===== src/hw/hpw_regs.svh =====
// Purpose: register offsets, field positions, reset values and timing counts
// Assumes: byte addresses on a 6-bit Avalon address, one 32-bit word per register
// Notes: definitions only
`ifndef HPW_REGS_SVH
`define HPW_REGS_SVH
`define HPW_OFS_CLKCTL 6'h00
`define HPW_OFS_HSOSC 6'h04
`define HPW_OFS_PAWAKE 6'h08
`define HPW_OFS_STATUS 6'h0C
`define HPW_OFS_WDTCTL 6'h10
`define HPW_OFS_EVSTAT 6'h14
`define HPW_OFS_EVMASK 6'h18
`define HPW_OFS_MODE 6'h1C
`define HPW_SLOWKEEP_BIT 0
`define HPW_FASTKEEP_BIT 1
`define HPW_HSEN_BIT 0
`define HPW_HSSTABLE_BIT 1
`define HPW_PWRDN_BIT 0
`define HPW_EXPIRY_BIT 1
`define HPW_EV_HALT_BIT 0
`define HPW_EV_WAKE_BIT 1
`define HPW_EV_WDT_BIT 2
`define HPW_CLKCTL_RST 2'h0
`define HPW_HSEN_RST 1'h1
`define HPW_PAWAKE_RST 8'h00
`define HPW_WDTEN_RST 1'h1
`define HPW_EVMASK_RST 3'h0
`define HPW_CLK_NS 100
`define HPW_HS_STAB_NS 25600
`define HPW_HS_STAB_CYC ((`HPW_HS_STAB_NS + `HPW_CLK_NS - 1) / `HPW_CLK_NS)
`define HPW_LS_PERIOD_NS 31250
`define HPW_LS_DIV_CYC (`HPW_LS_PERIOD_NS / `HPW_CLK_NS)
`define HPW_WDT_TICKS 256
`endif


===== src/hw/hpw_pkg.sv =====
// Purpose: types shared by the halt power mode controller
// Assumes: constants come from hpw_regs.svh
// Notes: none
package hpw_pkg;
	typedef enum logic [1:0] {PM_RUN, PM_HALT, PM_WAKE} hpw_state_e;
	typedef enum logic [2:0] {MD_ACTIVE, MD_SLEEP, MD_IDLE_SUB_ONLY, MD_IDLE_BOTH,
		MD_IDLE_FAST_ONLY} hpw_mode_e;
	typedef enum logic [1:0] {WK_PIN, WK_INT, WK_WDT} hpw_cause_e;
	typedef struct packed {
		logic read;
		logic write;
		logic [5:0] address;
		logic [31:0] writedata;
	} hpw_avm_req_s;
	typedef struct packed {
		hpw_state_e st;
		hpw_mode_e mode;
		hpw_cause_e cause;
		logic svcInt;
		logic [1:0] keep;
		logic hsEnable;
		logic hsStable;
		logic [8:0] stabCnt;
		logic [7:0] wakeEn;
		logic wdtEnable;
		logic [15:0] wdtCnt;
		logic [8:0] lsDiv;
		logic pwrDown;
		logic expiry;
		logic [7:0] pendAtHalt;
		logic [7:0] sync1;
		logic [7:0] sync2;
		logic [7:0] sync3;
		logic [7:0] pinLvl;
		logic [2:0] evStat;
		logic [2:0] evMask;
		logic irq;
		logic waitReq;
		logic [31:0] rdata;
		logic cpuRun;
		logic hsClkEn;
		logic subClkEn;
		logic lsOscEn;
		logic resumeNext;
		logic intResponse;
		logic pcSpReset;
		logic wdtResetReq;
	} hpw_state_s;
endpackage


===== src/hw/hpw_ctrl.sv =====
// Purpose: halt power mode selection, clock gating, flags and wake-up control
// Assumes: cpu pulses haltExec and clrWdtExec for one cycle; port A pins asynchronous
// Notes: Operation
`timescale 1ns/100ps
`include "hpw_regs.svh"
module hpw_ctrl #(
	parameter int WDT_TICKS = `HPW_WDT_TICKS
) (
	// clock and reset
	input wire logic core_clk,
	input wire logic arst_n,
	// register bus
	input hpw_pkg::hpw_avm_req_s avsReq,
	output logic [31:0] avs_readdata,
	output logic avs_waitrequest,
	// cpu side
	input wire logic haltExec,
	input wire logic clrWdtExec,
	input wire logic [7:0] intReqFlags,
	input wire logic [7:0] intEnables,
	input wire logic stackFull,
	// port A pins
	input wire logic [7:0] portAPin,
	// power and clock control
	output logic cpuRun,
	output logic hsClkEn,
	output logic subClkEn,
	output logic lsOscEn,
	output logic resumeNext,
	output logic intResponse,
	output logic pcSpReset,
	output logic wdtResetReq,
	output logic powerDownFlag,
	output logic wdtExpiryFlag,
	output logic irq
);
	import hpw_pkg::*;

	localparam logic [8:0] STAB_LAST = 9'(`HPW_HS_STAB_CYC - 1);
	localparam logic [8:0] LS_LAST = 9'(`HPW_LS_DIV_CYC - 1);
	localparam logic [15:0] WDT_LAST = 16'(WDT_TICKS - 1);

	hpw_state_s r, n;
	logic req, access, lsTick, wdtOvf, pinWake, intWake, hsOn;
	logic [7:0] agree, newLvl, pinFall, freshInt;
	logic [31:0] rd;

	// bus handshake: one wait cycle, access completes where waitrequest is low
	assign req = avsReq.read | avsReq.write;
	assign access = req & ~r.waitReq;

	// filtered port A: a level counts once second and third stages agree
	assign agree = ~(r.sync2 ^ r.sync3);
	assign newLvl = (agree & r.sync3) | (~agree & r.pinLvl);
	assign pinFall = r.pinLvl & ~newLvl;
	assign pinWake = |(pinFall & r.wakeEn);
	// only requests raised after halt entry may wake
	assign freshInt = intReqFlags & ~r.pendAtHalt;
	assign intWake = |freshInt;
	assign lsTick = r.lsOscEn && (r.lsDiv == LS_LAST);
	assign wdtOvf = r.wdtEnable && lsTick && (r.wdtCnt == WDT_LAST);

	// read mux, sampled one cycle before the access completes
	always_comb begin
		rd = 32'h0000_0000;
		case (avsReq.address)
			`HPW_OFS_CLKCTL: begin
				rd[`HPW_SLOWKEEP_BIT] = r.keep[0];
				rd[`HPW_FASTKEEP_BIT] = r.keep[1];
			end
			`HPW_OFS_HSOSC: begin
				rd[`HPW_HSEN_BIT] = r.hsEnable;
				rd[`HPW_HSSTABLE_BIT] = r.hsStable;
			end
			`HPW_OFS_PAWAKE: rd[7:0] = r.wakeEn;
			`HPW_OFS_STATUS: begin
				rd[`HPW_PWRDN_BIT] = r.pwrDown;
				rd[`HPW_EXPIRY_BIT] = r.expiry;
			end
			`HPW_OFS_WDTCTL: rd[0] = r.wdtEnable;
			`HPW_OFS_EVSTAT: rd[2:0] = r.evStat;
			`HPW_OFS_EVMASK: rd[2:0] = r.evMask;
			`HPW_OFS_MODE: rd[2:0] = r.mode;
			default: rd = 32'h0000_0000;
		endcase
	end

	// next state of the whole controller
	always_comb begin
		n = r;
		n.resumeNext = 1'b0;
		n.intResponse = 1'b0;
		n.pcSpReset = 1'b0;
		n.wdtResetReq = 1'b0;
		// bus slave
		n.waitReq = ~(req & r.waitReq);
		if (req && r.waitReq && avsReq.read) begin
			n.rdata = rd;
		end
		if (access && avsReq.write) begin
			case (avsReq.address)
				`HPW_OFS_CLKCTL: begin
					n.keep[0] = avsReq.writedata[`HPW_SLOWKEEP_BIT];
					n.keep[1] = avsReq.writedata[`HPW_FASTKEEP_BIT];
				end
				`HPW_OFS_HSOSC: n.hsEnable = avsReq.writedata[`HPW_HSEN_BIT];
				`HPW_OFS_PAWAKE: n.wakeEn = avsReq.writedata[7:0];
				`HPW_OFS_WDTCTL: n.wdtEnable = avsReq.writedata[0];
				`HPW_OFS_EVSTAT: n.evStat = r.evStat & ~avsReq.writedata[2:0];
				`HPW_OFS_EVMASK: n.evMask = avsReq.writedata[2:0];
				default: n.rdata = r.rdata;
			endcase
		end
		// pin synchroniser; first stage feeds only the second
		n.sync1 = portAPin;
		n.sync2 = r.sync1;
		n.sync3 = r.sync2;
		n.pinLvl = newLvl;
		// low-speed tick divider, runs while the slow oscillator is on
		n.lsDiv = (!r.lsOscEn || lsTick) ? 9'h000 : 9'(r.lsDiv + 9'h001);
		// watchdog counter
		if (clrWdtExec || wdtOvf) begin
			n.wdtCnt = 16'h0000;
		end else if (r.wdtEnable && lsTick) begin
			n.wdtCnt = 16'(r.wdtCnt + 16'h0001);
		end
		if (clrWdtExec) begin
			n.pwrDown = 1'b0;
		end
		if (wdtOvf) begin
			n.expiry = 1'b1;
			n.evStat[`HPW_EV_WDT_BIT] = 1'b1;
		end
		case (r.st)
			PM_RUN: begin
				if (wdtOvf) begin
					n.wdtResetReq = 1'b1; // full device reset is taken elsewhere
				end
				if (haltExec) begin
					n.st = PM_HALT;
					n.cpuRun = 1'b0;
					// mode from the keep bits of this very cycle
					case (r.keep)
						2'b00: n.mode = MD_SLEEP;
						2'b01: n.mode = MD_IDLE_SUB_ONLY;
						2'b11: n.mode = MD_IDLE_BOTH;
						default: n.mode = MD_IDLE_FAST_ONLY;
					endcase
					n.pwrDown = 1'b1; // set wins over clear-watchdog
					n.expiry = wdtOvf; // a coincident overflow still sets it
					n.wdtCnt = 16'h0000;
					n.pendAtHalt = intReqFlags;
					n.evStat[`HPW_EV_HALT_BIT] = 1'b1;
				end
			end
			PM_HALT: begin
				// overflow first, then interrupt, then pin
				if (wdtOvf || intWake || pinWake) begin
					n.st = PM_WAKE;
					n.evStat[`HPW_EV_WAKE_BIT] = 1'b1;
					if (wdtOvf) begin
						n.cause = WK_WDT;
					end else if (intWake) begin
						n.cause = WK_INT;
						n.svcInt = (|(freshInt & intEnables)) && !stackFull;
					end else begin
						n.cause = WK_PIN;
					end
				end
			end
			PM_WAKE: begin
				// the original oscillator must settle before code runs
				if (r.hsStable || !r.hsEnable) begin
					n.st = PM_RUN;
					n.mode = MD_ACTIVE;
					n.cpuRun = 1'b1;
					n.pendAtHalt = 8'h00;
					case (r.cause)
						WK_WDT: n.pcSpReset = 1'b1;
						WK_INT: begin
							n.intResponse = r.svcInt;
							n.resumeNext = !r.svcInt;
						end
						default: n.resumeNext = 1'b1;
					endcase
				end
			end
			default: n.st = PM_RUN;
		endcase
		// oscillator and clock gating follow the next state
		hsOn = n.hsEnable && ((n.st != PM_HALT) || (n.mode == MD_IDLE_BOTH) ||
			(n.mode == MD_IDLE_FAST_ONLY));
		if (!hsOn) begin
			n.hsStable = 1'b0;
			n.stabCnt = 9'h000;
		end else if (!r.hsStable) begin
			n.stabCnt = 9'(r.stabCnt + 9'h001);
			n.hsStable = (r.stabCnt == STAB_LAST);
		end
		n.hsClkEn = hsOn && n.hsStable;
		n.subClkEn = (n.st != PM_HALT) || (n.mode == MD_IDLE_SUB_ONLY) ||
			(n.mode == MD_IDLE_BOTH);
		// sleep keeps the slow oscillator alive only while the watchdog is enabled
		n.lsOscEn = n.subClkEn || n.wdtEnable;
		n.irq = |(n.evStat & n.evMask);
	end

	// single state register
	always_ff @(posedge core_clk or negedge arst_n) begin
		if (!arst_n) begin
			r <= '0;
			r.st <= PM_RUN;
			r.mode <= MD_ACTIVE;
			r.cause <= WK_PIN;
			r.keep <= `HPW_CLKCTL_RST;
			r.hsEnable <= `HPW_HSEN_RST;
			r.wakeEn <= `HPW_PAWAKE_RST;
			r.wdtEnable <= `HPW_WDTEN_RST;
			r.evMask <= `HPW_EVMASK_RST;
			r.sync1 <= 8'hFF;
			r.sync2 <= 8'hFF;
			r.sync3 <= 8'hFF;
			r.pinLvl <= 8'hFF;
			r.waitReq <= 1'b1;
			r.cpuRun <= 1'b1;
			r.subClkEn <= 1'b1;
			r.lsOscEn <= 1'b1;
		end else begin
			r <= n;
		end
	end

	// outputs straight from the state register
	assign avs_readdata = r.rdata;
	assign avs_waitrequest = r.waitReq;
	assign cpuRun = r.cpuRun;
	assign hsClkEn = r.hsClkEn;
	assign subClkEn = r.subClkEn;
	assign lsOscEn = r.lsOscEn;
	assign resumeNext = r.resumeNext;
	assign intResponse = r.intResponse;
	assign pcSpReset = r.pcSpReset;
	assign wdtResetReq = r.wdtResetReq;
	assign powerDownFlag = r.pwrDown;
	assign wdtExpiryFlag = r.expiry;
	assign irq = r.irq;
endmodule // hpw_ctrl


===== config.mk =====
export PLATFORM = sky130hd
export DESIGN_NAME = hpw_ctrl
export DESIGN_NICKNAME = d
export VERILOG_FILES = /design/src/hw/hpw_pkg.sv /design/src/hw/hpw_ctrl.sv
export VERILOG_INCLUDE_DIRS = /design/src /design/src/hw
export SDC_FILE = /design/constraint.sdc
export NUM_CORES = 1
export LEC_CHECK = 0
export BUFFER_PORTS_ARGS = -buffer_cell sky130_fd_sc_hd__buf_2
export CAP_MARGIN = 20
export CORE_MARGIN = 4
export CORE_UTILIZATION = 50
export CTS_CLUSTER_SIZE = 25
export DETAILED_ROUTE_END_ITERATION = 16
export PLACE_DENSITY_LB_ADDON = 0.2
export SLEW_MARGIN = 5
export SYNTH_ARGS = -nofsm -noshare
export SYNTH_HDL_FRONTEND = slang
export SYNTH_SLANG_ARGS = --single-unit

===== constraint.sdc =====
create_clock -name core_clk -period 3.8 [get_ports core_clk]
set_input_delay 0.19 -clock core_clk [delete_from_list [all_inputs] [get_ports core_clk]]
set_output_delay 0.19 -clock core_clk [all_outputs]
set_load 0.005 [all_outputs]

== Yosys cells after proc, flatten, opt, wreduce, memory -nomap -nowiden ==
Index checks and enable logic that the tools add are counted.

* Add/sub/neg operators: 3
* Equal/unequal tests: 24
* Multiplexer cells: 50
* Bitwise logic cells: 21
* Reductions and logical operators: 37

{| class="wikitable"
|+ Operator list
! operator !! number
|-
| $mux W32 || 3
|-
| $mux W16 || 4
|-
| $and A8 B8 Y8 || 6
|-
| $not A8 Y8 || 4
|-
| $mux W10 || 3
|-
| $eq A6 B5 Y1 const B || 4
|-
| $reduce_or A8 Y1 || 3
|-
| $add A9 B1 Y9 const B || 2
|-
| $mux W1 || 18
|-
| $add A16 B1 Y16 const B || 1
|-
| $eq A16 B8 Y1 const B || 1
|-
| $pmux W8 S2 || 1
|-
| $mux W5 || 3
|-
| $eq A6 B4 Y1 const B || 2
|-
| $mux W3 || 4
|-
| $logic_or A1 B1 Y1 || 10
|-
| $eq A9 B8 Y1 const B || 1
|-
| $eq A9 B9 Y1 const B || 1
|-
| $logic_and A1 B1 Y1 || 9
|-
| $mux W9 || 1
|-
| $pmux W3 S3 || 1
|-
| $mux W8 || 1
|-
| $ne A2 B2 Y1 const B || 4
|-
| $or A8 B8 Y8 || 1
|-
| other kinds (29) || 47
|}

* Bits in registers: 145
* Bits of input ports: 69

== Longest topological paths before layout ==
* Depth after elaboration: 18
* Gate-level depth with buffers: 9
* Mapped depth without buffers: 8

== Worst setup path before layout ==
No wires, ideal clock.

* Kind: reg2reg
* From: register r[90] (netlist name)
* To: register r[137] (netlist name)
* Setup time: 0.125 ns
* Data arrival time: 1.798 ns
* Data required time: 3.675 ns
* Setup slack: 1.877 ns
* Cell stages (with the launch flop): 8
* Path buffers: 0
* Period minus slack after synthesis: 1.923 ns
* Cell sequence: dfrtp_1 > ha_1 > nand3_2 > nor2_1 > or4b_4 > o21ai_4 > nor2_2 > mux2_4

* Longest elaborated chain between the ends: 7

{| class="wikitable"
|+ Ends and longest elaborated chain
! what !! RTL line !! RTL
|-
| from (decl) || hpw_ctrl.sv:43 || <nowiki>hpw_state_s r, n;</nowiki>
|-
| from (signal assigned) || hpw_ctrl.sv:229 || <nowiki>r <= n;</nowiki>
|-
| $eq A9 B9 Y1 * || hpw_ctrl.sv:60 || <nowiki>assign lsTick = r.lsOscEn && (r.lsDiv == LS_LAST);</nowiki>
|-
| $logic_and A1 B1 Y1 * || hpw_ctrl.sv:60 ||
|-
| $logic_and A1 B1 Y1 * (2 in a row) || hpw_ctrl.sv:61 || <nowiki>assign wdtOvf = r.wdtEnable && lsTick && (r.wdtCnt == WDT_LAST);</nowiki>
|-
| $logic_or A1 B1 Y1 (2 in a row) || hpw_ctrl.sv:158 || <nowiki>if (wdtOvf || intWake || pinWake) begin</nowiki>
|-
| $reduce_and A4 Y1 (no source line) * || - ||
|}

Mark *: on every way between the ends. The rest lies on a longest branch, timed or not.
A chain may end at the register's enable or synchronous reset.

==> out/qor.csv <==
metric,value,unit
status,"complete, no violations",
post-synth cell types,67,
Worst-Margin Slew,0.808,ns
asr flop ratio synth,100,%
drt drc,0,
Routed Antenna Nets,0,
RR Endpoint,r[129],
Post-synth EDFFs,0,
Synth Area in Adders,2.96,%
syn_area_per_cell,11.0,um^2
grt ovf,0,
WP data arrival,2.61,ns
area of the core,11000,um^2
NumNets Final,664,
largest family of logic cells by synthesized area,simple AND/OR/NAND/NOR gates,
Final WS setup,1.44,ns
vias post-DR,3837,
min-delay src,avsReq[7],
Die Wd,114,um
share of cells above drive strength 1,29.6,%
Hold Crit Class,input port to register,
"area leader, netlist",dfrtp_1,
Leakage Power,2.97,nW
final slew viol count,0,
Synth Area in Compound Gates,7.70,%
Power per Cell Area,537,nW/um^2
Synth Area in Simple Gates,18.8,%
Critical Path Fanout Max,17,
Reg-to-Reg Start,hsClkEn,
H-tree depth,4,
Post-DP HPWL,7.71,mm
top cells by area in the synthesized netlist,"dfrtp_1 36%, dfstp_2 18%, buf_4 4.4%",
Vias/cell,5.18,
Worst Setup Path Type,register to register,
Initial DRC Count,226,
total track usage,18.1,%
RSZ-0062 raised after global routing,no,
drt pass-1 iters,5,
worst hold slack,0.0155,ns
Die H,114,um
sequential share of the synthesized area,53.8,%
first-pass GRT wire length,18.7,mm
CP Capture Type,register,
Synthesis Warnings,0,
Reg2Reg Depth,6,
pre-CTS WS,1.44,ns
WL per Instance,15.0,um
Worst VDD drop,0.325,mV
post-synthesis cell count,514,
multiplexer share of the synthesized area,5.19,%
PortBufs,64,
number of global-route vias before repair,3885,
synthesis-to-finish area growth,17.9,%
IO Count,113,
CTS buffer count,17,
maximum clock frequency,425,MHz
minimum clock period,2.36,ns
clock slew at reported path FFs,0.05,ns
pin count of the biggest net entering global routing,68,
clk_skew,0.00831,ns
crit path launch type,register,
"reg-to-reg slack, setup",1.44,ns
# diodes,0,
RePlAce Congestion,0.833,
top_reg_cell synth,dfrtp_1,
clk sinks,120,
Post-Syn Area,5670,um^2
Synth Area in XOR/XNOR,4.48,%
die area,13100,um^2
design area,6680,um^2
Final Hold Fails,0,
endpoints failing setup,0,
num rows,38,
worst-case clock buffer depth,2,
Min-Delay Endpoint,r[123],
Max Cap Violations,0,
setup TNS,0,ns
initial antenna violation count,0,
WP data required,4.05,ns
Final Cycle Share,62.0,%
slew margin rel.,46.1,%
WHS Path Cells,2,
CTS root buf,clkbuf_16,
share of the synthesized area in the top cell type,36.2,%
postcts setup bufs,0,
Starting Density,51.6,%
crit path from,hsClkEn,
Placed Area,5930,um^2
drt total wl,11.1,mm
post-synthesis register bit count,120,
Clock Latency Late Sink,0.41,ns
TritonCTS clock tree,yes,
stage by stage:
stage | utilization, % | power, mW | cells
final | 60.8 | 3.59 | 741
after global routing | 60.8 | 3.75 | 741
after CTS | 60.8 | 3.62 | 741
after floorplan | - | 1.79 | 537
after detailed placement | 54.0 | 1.91 | 697
after global placement | 54.0 | 1.89 | 697
synthesized netlist by cell type (all sizes together), types with 2 or more instances:
master and n:
dfstp 38, or3 2, nand2 64, clkbuf 3, nor4 6, dfrtp 82
o21ai 25, and3 6, nand3b 5, nor4bb 6, nand2b 10, and2 4
a22o 2, a21o 5, nor3b 2, ha 7, nand4 8, and4 3
a21oi 14, mux2i 2, o2111ai 2, buf 43, mux2 18, xor2 9
xnor2 20, nor2b 7, nor3 9, inv 15, nand3 18, mux4 3
a211o 2, maj3 8, nor2 49
worst max-delay path: stages, from the launching register on:
cell       delay [ns]
dfrtp_1          0.56
nor2b_1          0.12
a211o_1          0.50
o2bb2ai_1        0.25
nand2b_1         0.14
o22a_1           0.48
a21oi_1          0.14
cells by family after synthesis:
logic type | Yosys count
and+or+nand+nor | 204
AOI/OAI and AO/OA | 61
adders and majority gates | 15
DFF | 120
muxes | 23
other | 1
xor gates and xnor gates | 29
buffers and inverters | 61
power by group:
group / switching [mW] / leakage, nW / internal (mW)
combinational: 0.213 / 1.17 / 0.165
clock: 0.557 / 0.300 / 1.13
sequential: 0.0994 / 1.51 / 1.42
state kept, by name, summed over array words and instances (netlist names):
| signal | count |
|---|---|
| intResponse | 1 |
| irq | 1 |
| lsOscEn | 1 |
| subClkEn | 1 |
| wdtResetReq | 1 |
| powerDownFlag | 1 |
| r | 84 |
| hsClkEn | 1 |
| n | 16 |
| avs_readdata | 8 |
| pcSpReset | 1 |
| cpuRun | 1 |
| wdtExpiryFlag | 1 |
| resumeNext | 1 |
| avs_waitrequest | 1 |
cell usage in the layout (no fill, tap or decap), types with 6 or more instances in the layout:
cell type / n
conb_1: 24
dfstp_2: 38
dlygate4sd3_1: 12
a21oi_1: 7
inv_1: 15
clkbuf_16: 17
mux2_2: 17
o21ai_0: 22
buf_2: 63
nand2_1: 63
nand3_1: 16
nor2b_1: 7
dfrtp_1: 82
nor2_1: 46
maj3_1: 8
and3_1: 6
nor4bb_1: 6
a21oi_2: 7
xor2_1: 9
nor3_1: 8
xnor2_1: 20
nand2b_1: 9
ha_1: 7
nand4_1: 8
cell type report:
cell class                 count  area (um^2)
clock buffer                  21          460
clock inverter                11          170
fill                         885         4300
inverter                      15         56.3
multi-input combinational    356         2310
sequential                   120         3050
tap                          140          175
timing repair buffer          78          458
per-layer routing:
layer / track usage (%) / wire, um / share of wire [%]
met4: 4.99 / 85 / 0.76
met2: 29.3 / 5390 / 48
met5: 0 / 0 / 0
met3: 5.71 / 705 / 6.3
met1: 23.7 / 4930 / 44
repair_timing:
item	in CTS	in global routing
hold buffers	12	0
hold endpoints to repair	42	0
gates resized for setup	0	0
how the worst max path moves through the flow:
stage | cells after the start | end
after floorplan | 7 | r[137]
final | 6 | r[129]
after global routing | 6 | r[130]
after CTS | 6 | r[129]
after detailed placement | 6 | r[130]
after global placement | 6 | r[128]
Power figures use the tool's default switching activity.
